--- src/hdl/brc_pkg.sv ---
// Purpose: shared constants of the bridge read/retry control fields
// Assumes: 40 MHz core clock, APB byte addresses
// Notes:   times are kept in their own units, cycles derived from them
package brc_pkg;
   // register byte addresses
   localparam logic [11:0] OFF_CTRL0 = 12'h040; // chip control zero
   localparam logic [11:0] OFF_PFCTL = 12'h050; // read prefetch control
   localparam logic [11:0] OFF_ISTAT = 12'h054; // interrupt status
   localparam logic [11:0] OFF_IMASK = 12'h058; // interrupt mask

   // chip control zero field positions
   localparam int B_SDR     = 10; // special delayed read enable
   localparam int B_MALF    = 11; // optional malformed check enable
   localparam int F_MRBC    = 12; // max read byte count, 3 bits
   localparam int B_FCU     = 15; // flow control update per credit
   localparam int B_RCST    = 16; // retry counter expired, sticky
   localparam int F_RCL     = 17; // retry counter limit, 2 bits
   localparam int B_DTDIS   = 19; // discard timer disable
   localparam int B_DTSHORT = 20; // discard timer short duration
   localparam int F_CRT     = 21; // config retry timer, 2 bits

   // read prefetch control field positions
   localparam int F_PF_RD = 0; // memory read mode
   localparam int F_PF_LN = 2; // read line mode
   localparam int F_PF_MU = 4; // read multiple mode

   // reset values
   localparam logic [2:0] RST_MRBC  = 3'h0;
   localparam logic [1:0] RST_RCL   = 2'h0;
   localparam logic [1:0] RST_CRT   = 2'h1;
   localparam logic [1:0] RST_PF_RD = 2'h0;
   localparam logic [1:0] RST_PF_LN = 2'h0;
   localparam logic [1:0] RST_PF_MU = 2'h2;
   localparam logic [1:0] PF_FULL   = 2'h2; // full prefetch code

   // interrupt status bits
   localparam int IS_RC  = 0; // retry counter expired
   localparam int IS_DT  = 1; // discard timer expired
   localparam int IS_CRT = 2; // config retry timer expired
   localparam int IS_W   = 3;

   // memory read command codes
   localparam logic [3:0] CMD_MR  = 4'h6;
   localparam logic [3:0] CMD_MRM = 4'hC;
   localparam logic [3:0] CMD_MRL = 4'hE;

   // retry limits
   localparam int RC_LIM1 = 256;
   localparam int RC_LIM2 = 65536;
   localparam int RC_LIM3 = 32'h8000_0000;

   // timing
   localparam real CLK_NS     = 25.0;
   localparam real CRT0_US    = 25.0;
   localparam real CRT1_MS    = 0.5;
   localparam real CRT2_MS    = 5.0;
   localparam real CRT3_MS    = 25.0;
   localparam int  CRT0_CLKS  = int'(CRT0_US * 1.0E3 / CLK_NS);
   localparam int  CRT1_CLKS  = int'(CRT1_MS * 1.0E6 / CLK_NS);
   localparam int  CRT2_CLKS  = int'(CRT2_MS * 1.0E6 / CLK_NS);
   localparam int  CRT3_CLKS  = int'(CRT3_MS * 1.0E6 / CLK_NS);
   localparam int  DT_SHORT   = 64;    // short discard, PCI clocks
   localparam int  DT_MID     = 1024;  // bridge-control short choice
   localparam int  DT_LONG    = 32768; // bridge-control long choice
   localparam int  TMR_W      = 20;    // timer counter width
endpackage

--- src/hdl/brc_ctrl.sv ---
// Purpose: read, retry and timer control fields of the bridge
// Assumes: APB slave, zero wait states, inputs other than RESETN synchronous
// Notes:   per-transaction settings are caught at TX_START
//
// Register access over APB was chosen for this implementation.
`timescale 1ns/1ps
`default_nettype none
//
// Contract
// RULE_01 - sdr clear: changed command repeat is retried
// RULE_02 - sdr set: memory read command swap accepted
// RULE_03 - bit 11 enables malformed check, resets off
// RULE_04 - bits 14:12 max read count, reset 000
// RULE_05 - byte count decode table for the field
// RULE_06 - bit 15 picks update per one/two credits
// RULE_07 - bit 16 sticky retry expiry, write one clears
// RULE_08 - bits 18:17 retry limit none/256/64K/2G
// RULE_09 - bit 19 disables the discard timer
// RULE_10 - bit 20 makes discard timer 64 clocks
// RULE_11 - config retry timer 25us or 0.5ms
// RULE_12 - config retry 5ms or 25ms, reset 01
// RULE_13 - full prefetch is mode code 10; read line and read multiple take any nonzero code
// RULE_14 - retry counter clears, expiry abandons transaction
// RULE_15 - zero write keeps sticky, settings per transaction
module brc_ctrl #(
   parameter int CRT1_N  = brc_pkg::CRT1_CLKS, // 0.5 ms in cycles
   parameter int CRT2_N  = brc_pkg::CRT2_CLKS, // 5 ms in cycles
   parameter int CRT3_N  = brc_pkg::CRT3_CLKS, // 25 ms in cycles
   parameter int DTL_N   = brc_pkg::DT_LONG,   // long discard count
   parameter int RC_MID  = brc_pkg::RC_LIM2,   // 64K retries
   parameter int RC_MAX  = brc_pkg::RC_LIM3    // 2G retries
) (
   input  wire logic        CLK,
   input  wire logic        RESETN,
   // apb slave
   input  wire logic        PSEL,
   input  wire logic        PENABLE,
   input  wire logic        PWRITE,
   input  wire logic [11:0] PADDR,
   input  wire logic [31:0] PWDATA,
   output logic             PREADY,
   output logic             PSLVERR,
   output logic [31:0]      PRDATA,
   // transaction from the pci side
   input  wire logic        TX_START,
   input  wire logic [3:0]  TX_CMD,
   input  wire logic        TX_DONE,
   input  wire logic        RETRY_ISSUED,
   input  wire logic        RPT_VALID,
   input  wire logic [3:0]  RPT_CMD,
   input  wire logic        RPT_MATCH,
   output logic             RPT_RETRY,
   output logic             RPT_ACCEPT,
   output logic             TX_ABANDON,
   output logic             FULL_PF,
   output logic [12:0]      MAX_RD_BYTES,
   // pcie side
   output logic             MALF_CHECK_EN,
   input  wire logic        CREDIT_FREED,
   output logic             FC_UPDATE,
   // timers
   input  wire logic        DT_SEL,
   input  wire logic        DT_START,
   input  wire logic        DT_STOP,
   output logic             DT_EXPIRE,
   input  wire logic        CRS_START,
   input  wire logic        CRS_STOP,
   output logic             CRS_EXPIRE,
   // interrupt
   output logic             IRQ
);
   localparam int TW = brc_pkg::TMR_W;

   // software fields
   logic       sdr_reg;   // special delayed read
   logic       malf_reg;  // malformed check enable
   logic [2:0] mrbc_reg;  // max read byte count code
   logic       fcu_reg;   // update per single credit
   logic       rcst_reg;  // retry expiry sticky
   logic [1:0] rcl_reg;   // retry limit code
   logic       dtdis_reg; // discard timer disable
   logic       dtsh_reg;  // discard short duration
   logic [1:0] crt_reg;   // config retry timer code
   logic [1:0] pfrd_reg;  // read prefetch mode
   logic [1:0] pfln_reg;  // read line prefetch mode
   logic [1:0] pfmu_reg;  // read multiple prefetch mode
   logic [brc_pkg::IS_W-1:0] ist_reg;  // interrupt status
   logic [brc_pkg::IS_W-1:0] imsk_reg; // interrupt mask

   // per-transaction copies
   logic        sdr_tx_reg;  // sdr seen at start
   logic [3:0]  pcmd_reg;    // pending command code
   logic [1:0]  rcl_tx_reg;  // limit seen at start

   // bus decode
   logic        setup;     // setup phase of a transfer
   logic        wr_acc;    // write taking effect
   logic        hit_c0;    // address decode hits
   logic        hit_pf;
   logic        hit_is;
   logic        hit_im;
   logic        mapped;
   logic [31:0] rd_next;   // read mux

   // events
   logic        rc_expire; // retry counter limit reached
   logic        dt_exp;    // discard timer expiry pulse
   logic        crs_exp;   // config retry expiry pulse
   logic        rpt_same;  // repeat kept its command
   logic        rpt_swap;  // allowed memory read swap
   logic        rpt_ok;
   logic        fc_half_reg; // one credit held back
   logic [31:0] rc_limit;
   logic [TW-1:0] dt_len;
   logic [TW-1:0] crs_len;
   logic [brc_pkg::IS_W-1:0] ev;

   // true for the three memory read commands
   function automatic logic is_mrd(input logic [3:0] c);
      is_mrd = (c == brc_pkg::CMD_MR) || (c == brc_pkg::CMD_MRL) ||
               (c == brc_pkg::CMD_MRM);
   endfunction

   // byte count for a max read code
   function automatic logic [12:0] mrbc_bytes(input logic [2:0] c);
      case (c)
         3'h1:    mrbc_bytes = 13'h0080; // RULE_05
         3'h2:    mrbc_bytes = 13'h0100;
         3'h4:    mrbc_bytes = 13'h0400;
         3'h5:    mrbc_bytes = 13'h0800;
         3'h6:    mrbc_bytes = 13'h1000;
         default: mrbc_bytes = 13'h0200; // 000, 011, 111
      endcase
   endfunction

   // retry count for a limit code, zero means unlimited
   function automatic logic [31:0] rc_lim(input logic [1:0] c);
      case (c)
         2'h1:    rc_lim = 32'(brc_pkg::RC_LIM1); // RULE_08
         2'h2:    rc_lim = 32'(RC_MID);
         2'h3:    rc_lim = 32'(RC_MAX);
         default: rc_lim = 32'h0000_0000;
      endcase
   endfunction

   // ---------------- apb slave ----------------
   assign setup  = PSEL && !PENABLE;
   assign wr_acc = PSEL && PENABLE && PWRITE;
   // zero wait states: the answer is ready in the access phase
   assign PREADY = 1'b1;

   // address decode
   always_comb begin
      hit_c0 = 1'b0;
      hit_pf = 1'b0;
      hit_is = 1'b0;
      hit_im = 1'b0;
      if (PADDR == brc_pkg::OFF_CTRL0) begin
         hit_c0 = 1'b1;
      end else if (PADDR == brc_pkg::OFF_PFCTL) begin
         hit_pf = 1'b1;
      end else if (PADDR == brc_pkg::OFF_ISTAT) begin
         hit_is = 1'b1;
      end else if (PADDR == brc_pkg::OFF_IMASK) begin
         hit_im = 1'b1;
      end
   end
   assign mapped  = hit_c0 || hit_pf || hit_is || hit_im;
   // unmapped access is refused in the access phase only
   assign PSLVERR = PSEL && PENABLE && !mapped;

   // read data assembly, unused bits read zero
   always_comb begin
      rd_next = 32'h0000_0000;
      if (hit_c0) begin
         rd_next[brc_pkg::B_SDR]       = sdr_reg;
         rd_next[brc_pkg::B_MALF]      = malf_reg;
         rd_next[brc_pkg::F_MRBC +: 3] = mrbc_reg;
         rd_next[brc_pkg::B_FCU]       = fcu_reg;
         rd_next[brc_pkg::B_RCST]      = rcst_reg;
         rd_next[brc_pkg::F_RCL +: 2]  = rcl_reg;
         rd_next[brc_pkg::B_DTDIS]     = dtdis_reg;
         rd_next[brc_pkg::B_DTSHORT]   = dtsh_reg;
         rd_next[brc_pkg::F_CRT +: 2]  = crt_reg;
      end else if (hit_pf) begin
         rd_next[brc_pkg::F_PF_RD +: 2] = pfrd_reg;
         rd_next[brc_pkg::F_PF_LN +: 2] = pfln_reg;
         rd_next[brc_pkg::F_PF_MU +: 2] = pfmu_reg;
      end else if (hit_is) begin
         rd_next[brc_pkg::IS_W-1:0] = ist_reg;
      end else if (hit_im) begin
         rd_next[brc_pkg::IS_W-1:0] = imsk_reg;
      end
   end

   // read data captured in setup, stable through access
   always_ff @(posedge CLK or negedge RESETN) begin
      if (!RESETN) begin
         PRDATA <= 32'h0000_0000;
      end else if (setup && !PWRITE) begin
         PRDATA <= rd_next;
      end
   end

   // plain read/write fields of chip control zero
   always_ff @(posedge CLK or negedge RESETN) begin
      if (!RESETN) begin
         sdr_reg   <= 1'b0;              // RULE_01
         malf_reg  <= 1'b0;              // RULE_03
         mrbc_reg  <= brc_pkg::RST_MRBC; // RULE_04
         fcu_reg   <= 1'b0;
         rcl_reg   <= brc_pkg::RST_RCL;
         dtdis_reg <= 1'b0;
         dtsh_reg  <= 1'b0;
         crt_reg   <= brc_pkg::RST_CRT;  // RULE_12
      end else if (wr_acc && hit_c0) begin
         sdr_reg   <= PWDATA[brc_pkg::B_SDR];
         malf_reg  <= PWDATA[brc_pkg::B_MALF];
         mrbc_reg  <= PWDATA[brc_pkg::F_MRBC +: 3];
         fcu_reg   <= PWDATA[brc_pkg::B_FCU];
         rcl_reg   <= PWDATA[brc_pkg::F_RCL +: 2];
         dtdis_reg <= PWDATA[brc_pkg::B_DTDIS];
         dtsh_reg  <= PWDATA[brc_pkg::B_DTSHORT];
         crt_reg   <= PWDATA[brc_pkg::F_CRT +: 2];
      end
   end

   // sticky expiry: set wins over a same-cycle clear
   always_ff @(posedge CLK or negedge RESETN) begin
      if (!RESETN) begin
         rcst_reg <= 1'b0;
      end else if (rc_expire) begin
         rcst_reg <= 1'b1; // RULE_07
      end else if (wr_acc && hit_c0 && PWDATA[brc_pkg::B_RCST]) begin
         rcst_reg <= 1'b0; // RULE_15
      end
   end

   // prefetch mode fields
   always_ff @(posedge CLK or negedge RESETN) begin
      if (!RESETN) begin
         pfrd_reg <= brc_pkg::RST_PF_RD;
         pfln_reg <= brc_pkg::RST_PF_LN;
         pfmu_reg <= brc_pkg::RST_PF_MU;
      end else if (wr_acc && hit_pf) begin
         pfrd_reg <= PWDATA[brc_pkg::F_PF_RD +: 2];
         pfln_reg <= PWDATA[brc_pkg::F_PF_LN +: 2];
         pfmu_reg <= PWDATA[brc_pkg::F_PF_MU +: 2];
      end
   end

   // ---------------- transaction settings ----------------
   // catching fields at start keeps a write from changing a
   // transaction already under way
   always_ff @(posedge CLK or negedge RESETN) begin
      if (!RESETN) begin
         sdr_tx_reg   <= 1'b0;
         pcmd_reg     <= 4'h0;
         rcl_tx_reg   <= brc_pkg::RST_RCL;
         FULL_PF      <= 1'b0;
         MAX_RD_BYTES <= 13'h0200;
      end else if (TX_START) begin
         sdr_tx_reg   <= sdr_reg;  // RULE_15
         pcmd_reg     <= TX_CMD;
         rcl_tx_reg   <= rcl_reg;
         MAX_RD_BYTES <= mrbc_bytes(mrbc_reg); // RULE_04
         if (TX_CMD == brc_pkg::CMD_MR) begin
            FULL_PF <= (pfrd_reg == brc_pkg::PF_FULL); // RULE_13
         end else if (TX_CMD == brc_pkg::CMD_MRL) begin
            FULL_PF <= (pfln_reg != 2'h0);
         end else if (TX_CMD == brc_pkg::CMD_MRM) begin
            FULL_PF <= (pfmu_reg != 2'h0);
         end else begin
            FULL_PF <= 1'b0;
         end
      end
   end

   // ---------------- delayed read repeats ----------------
   assign rpt_same = (RPT_CMD == pcmd_reg);
   assign rpt_swap = sdr_tx_reg && is_mrd(RPT_CMD) &&
                     is_mrd(pcmd_reg); // RULE_02
   assign rpt_ok   = RPT_MATCH && (rpt_same || rpt_swap);

   // one answer pulse per repeat
   always_ff @(posedge CLK or negedge RESETN) begin
      if (!RESETN) begin
         RPT_RETRY  <= 1'b0;
         RPT_ACCEPT <= 1'b0;
      end else begin
         RPT_ACCEPT <= RPT_VALID && rpt_ok;
         RPT_RETRY  <= RPT_VALID && !rpt_ok; // RULE_01
      end
   end

   // ---------------- retry counter ----------------
   assign rc_limit   = rc_lim(rcl_tx_reg);
   assign TX_ABANDON = rc_expire; // RULE_14

   brc_retry_cnt #(
      .CW     (32)
   ) u_rc (
      .clk    (CLK),
      .rstn   (RESETN),
      .retry  (RETRY_ISSUED || RPT_RETRY), // RULE_14
      .done   (TX_DONE),
      .limit  (rc_limit),
      .expire (rc_expire)
   );

   // ---------------- flow control credits ----------------
   assign MALF_CHECK_EN = malf_reg; // RULE_03

   // pairing halves the update traffic when bit 15 is clear
   always_ff @(posedge CLK or negedge RESETN) begin
      if (!RESETN) begin
         fc_half_reg <= 1'b0;
         FC_UPDATE   <= 1'b0;
      end else begin
         FC_UPDATE <= 1'b0;
         if (CREDIT_FREED) begin
            if (fcu_reg || fc_half_reg) begin
               FC_UPDATE   <= 1'b1; // RULE_06
               fc_half_reg <= 1'b0;
            end else begin
               fc_half_reg <= 1'b1;
            end
         end
      end
   end

   // ---------------- discard timer ----------------
   always_comb begin
      if (dtsh_reg) begin
         dt_len = TW'(brc_pkg::DT_SHORT); // RULE_10
      end else if (DT_SEL) begin
         dt_len = TW'(brc_pkg::DT_MID);
      end else begin
         dt_len = TW'(DTL_N);
      end
   end

   brc_timer #(
      .W       (TW)
   ) u_dt (
      .clk     (CLK),
      .rstn    (RESETN),
      .start   (DT_START),
      .stop    (DT_STOP),
      .enable  (!dtdis_reg), // RULE_09
      .length  (dt_len),
      .running (),
      .expire  (dt_exp)
   );
   assign DT_EXPIRE = dt_exp;

   // ---------------- config retry timer ----------------
   always_comb begin
      case (crt_reg)
         2'h0:    crs_len = TW'(brc_pkg::CRT0_CLKS); // RULE_11
         2'h1:    crs_len = TW'(CRT1_N);
         2'h2:    crs_len = TW'(CRT2_N);             // RULE_12
         default: crs_len = TW'(CRT3_N);
      endcase
   end

   brc_timer #(
      .W       (TW)
   ) u_crs (
      .clk     (CLK),
      .rstn    (RESETN),
      .start   (CRS_START),
      .stop    (CRS_STOP),
      .enable  (1'b1),
      .length  (crs_len),
      .running (),
      .expire  (crs_exp)
   );
   assign CRS_EXPIRE = crs_exp;

   // ---------------- interrupts ----------------
   always_comb begin
      ev               = '0;
      ev[brc_pkg::IS_RC]  = rc_expire;
      ev[brc_pkg::IS_DT]  = dt_exp;
      ev[brc_pkg::IS_CRT] = crs_exp;
   end

   // status: an event in the clearing cycle survives
   always_ff @(posedge CLK or negedge RESETN) begin
      if (!RESETN) begin
         ist_reg <= '0;
      end else if (wr_acc && hit_is) begin
         ist_reg <= (ist_reg & ~PWDATA[brc_pkg::IS_W-1:0]) | ev;
      end else begin
         ist_reg <= ist_reg | ev;
      end
   end

   // mask register, all sources off after reset
   always_ff @(posedge CLK or negedge RESETN) begin
      if (!RESETN) begin
         imsk_reg <= '0;
      end else if (wr_acc && hit_im) begin
         imsk_reg <= PWDATA[brc_pkg::IS_W-1:0];
      end
   end

   // level output straight from the two registers
   assign IRQ = |(ist_reg & imsk_reg);
endmodule
`default_nettype wire

--- src/hdl/brc_retry_cnt.sv ---
// Purpose: counts retries of the pending transaction
// Assumes: retry and done are one-cycle pulses
// Notes:   a zero limit means the count never expires
`timescale 1ns/1ps
`default_nettype none
module brc_retry_cnt #(
   parameter int CW = 32
) (
   input  wire logic          clk,
   input  wire logic          rstn,
   input  wire logic          retry,  // retry issued this cycle
   input  wire logic          done,   // pending transaction completed
   input  wire logic [CW-1:0] limit,  // retries allowed, zero is none
   output logic               expire  // pulse when limit reached
);
   logic [CW-1:0] count_reg; // consecutive retries so far
   logic [CW-1:0] count_inc;

   assign count_inc = count_reg + 1'b1;

   // count, clear on completion or on expiry
   always_ff @(posedge clk or negedge rstn) begin
      if (!rstn) begin
         count_reg <= '0;
         expire    <= 1'b0;
      end else begin
         expire <= 1'b0;
         if (done) begin
            count_reg <= '0;
         end else if (retry) begin
            if (limit != '0 && count_inc == limit) begin
               count_reg <= '0;
               expire    <= 1'b1;
            end else if (count_inc != '0) begin
               // saturate rather than wrap when unlimited
               count_reg <= count_inc;
            end
         end
      end
   end
endmodule
`default_nettype wire

--- src/hdl/brc_timer.sv ---
// Purpose: one-shot expiry timer
// Assumes: length is at least one
// Notes:   expire pulses length cycles after start
`timescale 1ns/1ps
`default_nettype none
module brc_timer #(
   parameter int W = 20
) (
   input  wire logic         clk,
   input  wire logic         rstn,
   input  wire logic         start,   // load and run
   input  wire logic         stop,    // abandon the count
   input  wire logic         enable,  // low stops the count, blocks start
   input  wire logic [W-1:0] length,  // cycles to expiry
   output logic              running, // count in progress
   output logic              expire   // one-cycle pulse
);
   logic [W-1:0] cnt_reg; // cycles left

   // down counter, start wins over stop
   always_ff @(posedge clk or negedge rstn) begin
      if (!rstn) begin
         cnt_reg <= '0;
         running <= 1'b0;
         expire  <= 1'b0;
      end else begin
         expire <= 1'b0;
         if (!enable) begin
            running <= 1'b0;
         end else if (start) begin
            cnt_reg <= length;
            running <= 1'b1;
         end else if (stop) begin
            running <= 1'b0;
         end else if (running) begin
            if (cnt_reg <= W'(1)) begin
               running <= 1'b0;
               expire  <= 1'b1;
            end else begin
               cnt_reg <= cnt_reg - 1'b1;
            end
         end
      end
   end
endmodule
`default_nettype wire

--- config.mk ---
export PLATFORM = sky130hd
export DESIGN_NAME = brc_ctrl
export DESIGN_NICKNAME = d
export VERILOG_FILES = /design/src/hdl/brc_pkg.sv /design/src/hdl/brc_ctrl.sv /design/src/hdl/brc_retry_cnt.sv /design/src/hdl/brc_timer.sv
export SDC_FILE = /design/constraint.sdc
export NUM_CORES = 1
export LEC_CHECK = 0
export BUFFER_PORTS_ARGS = -buffer_cell sky130_fd_sc_hd__buf_4
export CAP_MARGIN = 20
export CORE_UTILIZATION = 42
export CTS_CLUSTER_SIZE = 40
export DETAILED_ROUTE_END_ITERATION = 10
export GPL_TIMING_DRIVEN = 0
export PLACE_DENSITY = 0.6
export SYNTH_ARGS = -nofsm -noshare
export SYNTH_HDL_FRONTEND = slang
export SYNTH_SLANG_ARGS = --single-unit
export TNS_END_PERCENT = 5
--- constraint.sdc ---
create_clock -name CLK -period 3.5 [get_ports CLK]
set_clock_uncertainty 0.2 [all_clocks]
set_input_delay 0 -clock CLK [delete_from_list [all_inputs] [get_ports CLK]]
set_output_delay 0 -clock CLK [all_outputs]
set_load 0.1 [all_outputs]
==> results of run 1 <==
[worst max-delay path, stage by stage (launching register included)]
cell	delay [ps]
dfrtp_1	320
clkbuf_1	310
nand4_1	250
buf_4	220
nor4_1	480
nand3_1	210
nor2_1	160
o22ai_1	120
nor4_4	360
a21o_2	310
clkbuf_4	280
a21oi_1	100
o41ai_1	90
[area by class of cell]
| type | instances | area, sq um |
|---|---|---|
| repair buffers | 155 | 1338 |
| well taps | 225 | 281.5 |
| plain buffers | 53 | 315.3 |
| flip-flops and latches | 139 | 3482 |
| clock inverters | 12 | 121.4 |
| multi-input cells | 595 | 3900 |
| fillers | 1567 | 7496 |
| clock buffers | 20 | 456.7 |
| inverters | 39 | 146.4 |
[worst paths after layout]
path	startpoint	to	slack, ps	cells after the start
worst max-delay path	u_rc.count_reg[5]$_DFFE_PN0P_	u_rc.count_reg[5]$_DFFE_PN0P_	-20	12
min in group asynchronous	RESETN	MAX_RD_BYTES[9]$_DFFE_PN1P_	460	3
worst max register to register	u_rc.count_reg[5]$_DFFE_PN0P_	u_rc.count_reg[5]$_DFFE_PN0P_	-20	12
max in group asynchronous	RESETN	u_crs.cnt_reg[4]$_DFFE_PN0P_	2140	4
worst min register to register	u_crs.expire$_DFF_PN0_	ist_reg[2]$_DFF_PN0_	250	1
worst min-delay path	PSEL	imsk_reg[0]$_DFFE_PN0P_	50	4
[power by group through the flow]
| stage | combinational (uW) | sequential [uW] | clock (uW) |
|---|---|---|---|
| after global placement | 878 | 1870 | 0 |
| after detailed placement | 891 | 1870 | 0 |
| after floorplan | 632 | 1890 | 0 |
| after global routing | 1080 | 1880 | 1870 |
| final | 978 | 1860 | 1770 |
| after CTS | 954 | 1850 | 1810 |
[stage by stage]
stage	std cells	area [sq um]	setup WS [ps]	total power, uW	util, %
6_report	1238	10040	-19.22	4609	57.26
5_1_grt	1238	10040	-111.2	4835	57.26
4_1_cts	1231	9928	7.395	4613	56.61
3_5_place_dp	1139	8668	-494.3	2764	49.43
3_3_place_gp	1138	8637	-485.3	2751	49.25
2_1_floorplan	826	7702	438.3	2520	-
[cell usage in the layout (no fill, tap or decap), types with 11 or more instances in the layout]
master           n
o21ai_1         17
inv_1           39
dlygate4sd3_1   56
conb_1          21
nor4_1          15
or3_1           20
clkbuf_1        20
o21ai_0         32
a21oi_1         44
nor2_1          67
mux2_2          32
nand3_1         30
a22o_1          13
clkbuf_16       17
nand2b_1        11
xnor2_1         22
nor3_1          34
nand2_1         62
dfrtp_1        136
nand4_1         15
ha_1            11
buf_4          118
xor2_1          16
[layer usage]
layer	GRT usage (%)	vias to the layer above
met2	37.25	148
met5	0	-
met4	7.326	0
li1	-	3249
met1	29.76	3225
met3	3.778	26
[cell families (layout without fill, tap and decap cells)]
family	Yosys count	count (layout)	synth area share, %
other	2	21	0.09841
AOI/OAI and AO/OA	169	169	14.54
DFF	139	139	45.63
adders and majority gates	12	12	1.967
xor gates and xnor gates	38	38	4.361
muxes	34	34	4.984
buffers and inverters	92	279	5.952
and+or+nand+nor	321	321	22.46
[what timing repair did]
item / CTS / global route
pin swaps: 2 / 4
buffers inserted: 3 / 6
resized for setup: 15 / 15
gates cloned: 0 / 0
setup endpoints to repair: 31 / 54
hold buffers: 57 / 0
hold endpoints to repair: 220 / 0
==> results by group, run 1 <==
Floorplanning
  – Initial core utilization: about 44%
  – Die width: 136.8 um
  – I/O pins: 124
  – Core area: 17540 sq um
  – FP Rows: 48
  – Die ar.: 18710 sq um
  – Die height: 136.8 um

Pwr
  – Power per cell area: 459.0 nW/um^2
  – Leak: 0.004504 uW
  – Gate power share: 21.2%
  – Cell-internal power: ~3200 uW
  – Max IR drop VDD: slightly above 0.4 mV
  – Sequential fraction of design power: 40.3%
  – Clock power share: just under 40%
  – Switching Share: 30.50%
  – Sw Pwr: around 1400 uW

Timing
  – Final Cycle Share: 100.5%
  – Fmax achieved: 284.2 MHz
  – Final Setup Violations: 4
  – Hold Slack: between 50 and 60 ps
  – Count of pins over their slew limit: 0
  – Tmin final: around 3500 ps
  – RSZ-0062 raised after global routing: true
  – Final setup TNS: -42.04 ps
  – Rel. slew slack: 45.52%
  – Slew @ Worst Pin: between 800 and 900 ps
  – Hold Violations, Final: 0
  – PnR worst setup slack: -19.22 ps

Placement
  – GP Congestion: 0.8987
  – Port bufs: 87
  – DPL Wire Length: 13.75 mm

Min path
  – Worst hold path type: input pin to register

Drt
  – Routed length per instance: 16.08 um
  – Vias/cell: 5.370
  – Final wirelength: between 15 and 20 mm
  – 1st-pass router iterations: 5
  – Met2 WL: ~9.6 mm
  – Via count: 6648
  – Routed Antenna Nets: 0
  – Initial DRC count: 360
  – Top layer in use: met4
  – DRC errors left: 0
  – Met3 routed WL: 662 um
  – Metal-1 WL: 9.311 mm

CTS
  – CTS tree: yes
  – Clk_lat worst skew: 420 ps
  – Clock transition at the registers of the reported paths: 60 ps
  – CTS Buf Count: 17
  – Sink Count: 139
  – H-tree depth: 4
  – Root buffer cell: clkbuf_16
  – Deepest clock path buffer count: 2

Global route
  – Initial antenna violation count: 0
  – Total GRT Usage: 22.45%
  – Vias in the first global route: 6436
  – Largest net degree at the start of global routing: 98
  – First-pass GRT wire length: 32.49 mm
  – Gr ovfl total: 0

Logic synthesis
  – Yosys top cell area share: approximately 45%
  – Cell taking the most area after synthesis: dfrtp_1
  – Most frequent cell after synthesis: dfrtp_1
  – Register area share after synthesis: a little under half
  – Synthesized area: between 7000 and 8000 sq um
  – Yosys cell types: 73
  – Ranking of synthesized cells by area: dfrtp_1 (45%), mux2_2 (4.7%), nor2_1 (3.3%), nand2_1 (3.1%), a21oi_1 (2.9%)
  – Main synth FF type: dfrtp_1
  – Seq cells post-synth: 139
  – Post-synth EDFFs: 0
  – Ys async rst share: 100.0%
  – Syn Inst Count: 807
  – Post-Syn Area per Cell: 9.456 sq um
  – Ys Warns: 0
  – Post-synth top cells: dfrtp_1 (136), nor2_1 (68), nand2_1 (63)

Final layout
  – P&R area growth vs syn: 31.58%
  – Final Net Count: roughly 1100
  – Layout cells sized above 1: 23.10%
  – Diodes inserted: 0
  – Max reg flops: 32

Worst setup path
  – Setup crit end kind: register
  – Startpoint types: register
  – Kind of critical path: register to register
  – Crit-path max FO: 10
  – Arrival time of the worst setup path: ~3600 ps
  – WP data required: ~3600 ps

Run
  – # Max-Cap Violations: 0

Outcome
  – Violated checks: setup timing
  – Outcome: finished with violations
Power figures use the tool's default switching activity.
==> run 2: changes to the inputs <==
--- a/config.mk
+++ b/config.mk
@@ -7,11 +7,13 @@
 export LEC_CHECK = 0
 export BUFFER_PORTS_ARGS = -buffer_cell sky130_fd_sc_hd__buf_4
 export CAP_MARGIN = 20
+export CELL_PAD_IN_SITES_DETAIL_PLACEMENT = 0
+export CELL_PAD_IN_SITES_GLOBAL_PLACEMENT = 1
 export CORE_UTILIZATION = 42
 export CTS_CLUSTER_SIZE = 40
 export DETAILED_ROUTE_END_ITERATION = 10
 export GPL_TIMING_DRIVEN = 0
-export PLACE_DENSITY = 0.6
+export PLACE_DENSITY = 0.76
 export SYNTH_ARGS = -nofsm -noshare
 export SYNTH_HDL_FRONTEND = slang
 export SYNTH_SLANG_ARGS = --single-unit
==> run 2 against run 1 <==
The run ends with hold timing left. Worst hold slack worse by 62 ps. Wire length decreased by 0.68%. Largest cell class unchanged. Maximum frequency rose by 2.5%. Utilization about the same. Register-to-register slack gained 90 ps. Via count is 1.1% lower.
==> results by group, run 2 (synthesis results as in run 1) <==
Outcome
  – Outcome: finished with violations
  – Violated checks: hold timing

Pwr
  – Sw Pwr: 1437 uW (+2.2%)
  – Gate power share: 20.6% (-0.6 points)
  – Max IR drop VDD: 0.4960 mV (+21%)
  – Leak: 0.004482 uW (-0.50%)
  – Power per cell area: 465.5 nW/um^2 (+1.4%)
  – Sequential fraction of design power: 39.5% (-0.8 points)
  – Switching Share: 30.71% (+0.21 points)
  – Cell-internal power: 3241 uW (+1.2%)
  – Clock power share: 39.9% (+1.4 points)

CTS
  – Clock transition at the registers of the reported paths: 60 ps (about the same)
  – H-tree depth: 4 (unchanged)
  – CTS Buf Count: 17 (unchanged)
  – Clk_lat worst skew: 420 ps (about the same)
  – Deepest clock path buffer count: 2 (unchanged)
  – Root buffer cell: clkbuf_16
  – Sink Count: 139 (unchanged)
  – CTS tree: yes

Floorplanning
  – FP Rows: 48 (unchanged)
  – I/O pins: 124 (unchanged)
  – Initial core utilization: 43.51% (unchanged)
  – Die width: 136.8 um (unchanged)
  – Die height: 136.8 um (unchanged)
  – Core area: 17540 sq um (unchanged)
  – Die ar.: 18710 sq um (unchanged)

Worst setup path
  – Arrival time of the worst setup path: 3520 ps (-90 ps)
  – Depth of the worst register-to-register path: 11 (-1)
  – Kind of critical path: register to register
  – RR Endpoint: u_rc.count_reg[6]$_DFFE_PN0P_
  – Setup crit end kind: register
  – WP data required: 3580 ps (about the same)
  – Startpoint types: register
  – CP endpoint: u_rc.count_reg[6]$_DFFE_PN0P_
  – Crit-path max FO: 10 (unchanged)
  – RR Startpoint: u_rc.count_reg[4]$_DFFE_PN0P_
  – R2R setup slack: 70 ps (+90 ps)
  – Setup crit start: u_rc.count_reg[4]$_DFFE_PN0P_

Final layout
  – Final Net Count: 1072 (-0.74%)
  – P&R area growth vs syn: 31.69% (about the same)
  – Commonest cells after routing, fill and taps aside: dfrtp_1 (134), buf_4 (116), nor2_1 (67), nand2_1 (62), dlygate4sd3_1 (54)
  – Diodes inserted: 0 (unchanged)
  – Fill cell count: 1596 (+1.9%)
  – Most common cell after layout, fill and taps aside: dfrtp_1
  – Non-Filler Instances: 1230 (-0.65%)
  – Final Cell Area: 10050 sq um (about the same)
  – Max reg flops: 32 (unchanged)
  – Layout cells sized above 1: 23.38% (+0.28 points)

Timing
  – Hold Slack: -9.813 ps (-62.19 ps)
  – Tmin final: 3434 ps (-85.50 ps)
  – Count of pins over their slew limit: 0 (unchanged)
  – Final Setup Violations: 0 (-4)
  – Final Cycle Share: 98.11% (-2.4 points)
  – Rel. slew slack: 43.53% (-2.0 points)
  – PnR worst setup slack: 66.28 ps (+85.50 ps)
  – Slew @ Worst Pin: 847.1 ps (+29.90 ps)
  – Hold Violations, Final: 2 (+2)
  – Fmax achieved: 291.2 MHz (+2.5%)
  – RSZ-0062 raised after global routing: true

Drt
  – Routed length per instance: 16.08 um (about the same)
  – Routed Antenna Nets: 0 (unchanged)
  – 1st-pass router iterations: 6 (+1)
  – Initial DRC count: 470 (+31%)
  – Via count: 6577 (-1.1%)
  – Vias/cell: 5.347 (-0.42%)
  – DRC errors left: 0 (unchanged)
  – Final wirelength: 19.77 mm (-0.68%)

Global route
  – First-pass GRT wire length: 32.13 mm (-1.1%)
  – Largest net degree at the start of global routing: 81 (-17%)
  – Vias in the first global route: 6193 (-3.8%)
  – Total GRT Usage: 22.20% (-0.25 points)
  – Gr ovfl total: 0 (unchanged)
  – Initial antenna violation count: 0 (unchanged)

Placement
  – Placed inst area: 8668 sq um (unchanged)
  – GP Congestion: 0.8527 (-5.1%)
  – Port bufs: 87 (unchanged)
  – DPL Wire Length: 13.80 mm (+0.33%)
  – Inst Count DP: 1139 (unchanged)
  – Pre-CTS WS: -531.4 ps (-37.07 ps)

Min path
  – Worst hold path type: input pin to async pin

Run
  – # Max-Cap Violations: 0 (unchanged)
run 2: changes by cell type in the layout (fill, tap and decap cells not counted), moves of 2 or more:
cell / previous run / this run
dfrtp_1: 136 / 134
clkinvlp_4: 0 / 5
clkbuf_1: 20 / 18
dfrtp_2: 0 / 2
dlygate4sd3_1: 56 / 54
clkinv_2: 7 / 0
clkbuf_2: 3 / 1
clkbuf_8: 2 / 0
buf_4: 118 / 116
inv_6: 1 / 5
run 2: area by class of cell:
cell class | instances | area, sq um | share of cell area [%]
plain buffers | 51 | 312.8 | 3.113
clock buffers | 17 | 425.4 | 4.233
clock inverters | 15 | 188.9 | 1.880
inverters | 39 | 146.4 | 1.457
multi-input cells | 595 | 3935 | 39.16
flip-flops and latches | 139 | 3485 | 34.67
well taps | 225 | 281.5 | 2.801
repair buffers | 149 | 1275 | 12.69
run 2: worst max-delay path: stages (launching register included):
cell and delay (ps):
dfrtp_1 440, nand3_1 200, buf_2 260, or3_4 400, nor3_1 240, xnor2_1 160
nand4_1 180, nor4_4 450, a21o_4 250, buf_6 180, buf_6 190, o221ai_1 140
run 2: timing repair:
item | CTS | global route
buffers inserted | 3 | 3
hold endpoints to repair | 163 | 0
hold buffers | 54 | 0
endpoints found under the setup margin | 31 | 47
pin swaps | 2 | 3
resized for setup | 19 | 19
run 2: stage by stage:
stage	util [%]	TNS, ps	power, uW
floorplan	-	0	2520
global placement	49.25	-13990	2756
detailed placement	49.43	-12330	2770
CTS	56.66	-2.712	4708
global route	57.31	-43.54	4923
finish	57.31	0	4678
run 2: worst min-delay path by stage:
stage	from	end	slack, ps	cells past startpoint
floorplan	RESETN	FC_UPDATE$_DFF_PN0_	-500	0
global placement	RPT_VALID	RPT_ACCEPT$_DFF_PN0_	30	3
detailed placement	RESETN	sdr_tx_reg$_DFFE_PN0P_	-90	1
CTS	PADDR[5]	PRDATA[4]$_DFFE_PN0P_	5	5
global route	RESETN	FULL_PF$_DFFE_PN0P_	80	2
finish	RESETN	FULL_PF$_DFFE_PN0P_	-10	2
run 2: power groups by stage:
stage / registers (uW) / clock network [uW] / logic, uW
final: 1850 / 1860 / 964
after CTS: 1850 / 1900 / 957
after global routing: 1870 / 1990 / 1070
after global placement: 1870 / 0 / 883
after floorplan: 1890 / 0 / 632
after detailed placement: 1870 / 0 / 895
run 2: metal layers:
layer	global-route usage, %	vias up	share of wire [%]
met5	0	-	0
met1	30.70	3180	47
li1	-	3236	-
met3	4.481	13	4.5
met4	4.151	0	0.96
met2	36.21	148	48
==> run 3: changes to the inputs <==
--- a/config.mk
+++ b/config.mk
@@ -14,6 +14,7 @@
 export DETAILED_ROUTE_END_ITERATION = 10
 export GPL_TIMING_DRIVEN = 0
 export PLACE_DENSITY = 0.76
+export RECOVER_POWER = 50
 export SYNTH_ARGS = -nofsm -noshare
 export SYNTH_HDL_FRONTEND = slang
 export SYNTH_SLANG_ARGS = --single-unit
==> run 3 against run 2 <==
Combinational power is 0.9% lower. Critical path type unchanged. Largest cell class unchanged. Maximum frequency is 0.27% lower. Sequential cell count stayed put. Count of clock-buffer cells in the layout stayed put. Sequential share of layout area is 0.50 points higher. The flow finishes with violations (capacitance limit, slew limit). Die area stayed put. Setup slack worse by 9.2 ps. First-iteration DRC count is 5.3% lower.
==> results by group, run 3 (synthesis results as in run 1) <==
Outcome
  – Outcome: finished with violations
  – Violated checks: capacitance limit, slew limit

Placement
  – Inst Count DP: 1139 (unchanged)
  – DPL Wire Length: 13.80 mm (unchanged)
  – GP Congestion: 0.8527 (unchanged)
  – Port bufs: 87 (unchanged)

Final layout
  – Diodes inserted: 0 (unchanged)
  – Fill cell count: 1635 (+2.4%)
  – Register area: 3485 sq um (unchanged)
  – Commonest cells after routing, fill and taps aside: dfrtp_1 (134), buf_4 (85), nor2_1 (67), nand2_1 (62), dlygate4sd3_1 (54)
  – P&R area growth vs syn: 29.82%
  – Non-Filler Instances: 1230 (unchanged)
  – Max reg flops: 32 (unchanged)
  – Fin util: 56.49% (-0.81 points)
  – Layout cells sized above 1: 20.30% (-3.1 points)
  – Multi-input gate area: 3935 sq um (unchanged)
  – Final Net Count: 1072 (unchanged)
  – Most common cell after layout, fill and taps aside: dfrtp_1

Global route
  – Largest net degree at the start of global routing: 81 (unchanged)
  – Gr ovfl total: 0 (unchanged)
  – Vias in the first global route: 6193 (unchanged)
  – Initial antenna violation count: 0 (unchanged)
  – First-pass GRT wire length: 32.13 mm (unchanged)
  – Total GRT Usage: 22.20% (unchanged)

Worst setup path
  – Delay-heaviest family, CP: simple AND/OR/NAND/NOR gates
  – Critical Path, Cell by Cell: nand3_1 > buf_2 > or3_4 > nor3_1 > xnor2_1 > nand4_1 > nor4_4 > a21o_4 > buf_6 > buf_6 > o221ai_1
  – Kind of critical path: register to register
  – Crit-path max FO: 10 (unchanged)
  – Arrival time of the worst setup path: 3530 ps (about the same)
  – Depth of the worst register-to-register path: 11 (unchanged)
  – Worst path depth: 11 (unchanged)
  – Startpoint types: register
  – Slowest-stage cell, CP: dfrtp_1
  – WP buf/inv: 3 (unchanged)
  – RR Startpoint: u_rc.count_reg[4]$_DFFE_PN0P_
  – Setup crit end kind: register
  – WP data required: 3580 ps (about the same)
  – Setup crit start: u_rc.count_reg[4]$_DFFE_PN0P_
  – Slowest Stage Delay on Critical Path: 450 ps (about the same)
  – CP dominant cell by count: buf_6

Timing
  – Hold Violations, Final: 0 (-2)
  – RSZ-0062 raised after global routing: true
  – Count of pins over their slew limit: 81 (+81)
  – Rel. slew slack: -36.33% (-80 points)
  – Fmax achieved: 290.5 MHz (-0.27%)
  – Final Cycle Share: 98.37% (+0.26 points)
  – Slew @ Worst Pin: 2045 ps (+1198 ps)
  – Tmin final: 3443 ps (+9.157 ps)
  – Final Setup Violations: 0 (unchanged)

CTS
  – Clk_lat worst skew: 420 ps (about the same)
  – CTS tree: yes
  – Clock transition at the registers of the reported paths: 60 ps (about the same)
  – Sink Count: 139 (unchanged)
  – CTS Buf Count: 17 (unchanged)
  – H-tree depth: 4 (unchanged)
  – Deepest clock path buffer count: 2 (unchanged)
  – Root buffer cell: clkbuf_16

Run
  – # Max-Cap Violations: 1 (+1)

Drt
  – Via count: 6603 (+0.40%)
  – Vias/cell: 5.368 (+0.40%)
  – DRC errors left: 0 (unchanged)
  – Routed Antenna Nets: 0 (unchanged)
  – 1st-pass router iterations: 6 (unchanged)
  – Initial DRC count: 445 (-5.3%)
  – Routed length per instance: 16.08 um (about the same)
  – Final wirelength: 19.78 mm (about the same)

Min path
  – Worst hold path type: input pin to register
  – Hold Crit Start: PADDR[5]
  – Hold Path Depth: 6

Floorplanning
  – Core area: 17540 sq um (unchanged)
  – FP Rows: 48 (unchanged)
  – I/O pins: 124 (unchanged)
  – Die height: 136.8 um (unchanged)
  – Die ar.: 18710 sq um (unchanged)
  – Initial core utilization: 43.51% (unchanged)
  – Die width: 136.8 um (unchanged)

Pwr
  – Leak: 0.004340 uW (-3.2%)
  – Power per cell area: 471.3 nW/um^2 (+1.2%)
  – Max IR drop VDD: 0.4938 mV (-0.43%)
  – Tot Pwr: 4669 uW (-0.20%)
-- run 3: layer usage --
metal | global-route usage, % | routed length, um
met1 | 30.70 | 9279
met5 | 0 | 0
met3 | 4.481 | 857
met4 | 4.151 | 183
met2 | 36.21 | 9463
-- run 3: final cells by class --
class,count,area share [%]
plain buffers,51,3.157
clock buffers,17,4.294
clock inverters,15,1.907
inverters,39,1.478
multi-input cells,595,39.72
flip-flops and latches,139,35.17
well taps,225,2.842
repair buffers,149,11.43
-- run 3: timing repair --
item	in CTS	in global routing
resized for setup	19	19
hold buffers	54	0
endpoints found under the hold margin	163	0
pin swaps	2	3
setup buffers	3	3
setup endpoints to repair	31	47
-- run 3: tightest hold or removal path: stages --
cell and delay [ps]:
buf_4 70, nand4b_1 190, nor4_1 90, clkbuf_2 160, nand2_1 80, o21ai_0 60
-- run 3: worst paths after layout --
path | to | slack [ps]
hold reg to reg | ist_reg[2]$_DFF_PN0_ | 290
min in group asynchronous | FULL_PF$_DFFE_PN0P_ | 490
setup reg to reg | u_rc.count_reg[6]$_DFFE_PN0P_ | 60
max in group asynchronous | u_rc.count_reg[0]$_DFFE_PN0P_ | 660
hold / removal | PRDATA[4]$_DFFE_PN0P_ | 80
setup / recovery | u_rc.count_reg[6]$_DFFE_PN0P_ | 60
-- run 3: where the power goes --
part           leakage, uW  internal, uW  switching (uW)  total, uW
combinational      0.00221           366             589        955
sequential         0.00185          1730             115       1850
clock             0.000284          1130             732       1870
total              0.00434          3230            1440       4670
-- run 3: per-stage QoR --
step	area (sq um)	setup TNS (ps)	worst slack, ps	hold WS [ps]
after floorplan	7702	0	438.3	-495.6
final	9907	0	57.12	79.54
after CTS	9936	-2.712	-2.712	4.978
after detailed placement	8668	-12330	-531.4	-86.67
after global routing	9907	-43.54	-40.61	114.7
after global placement	8637	-13990	-573.4	32.65
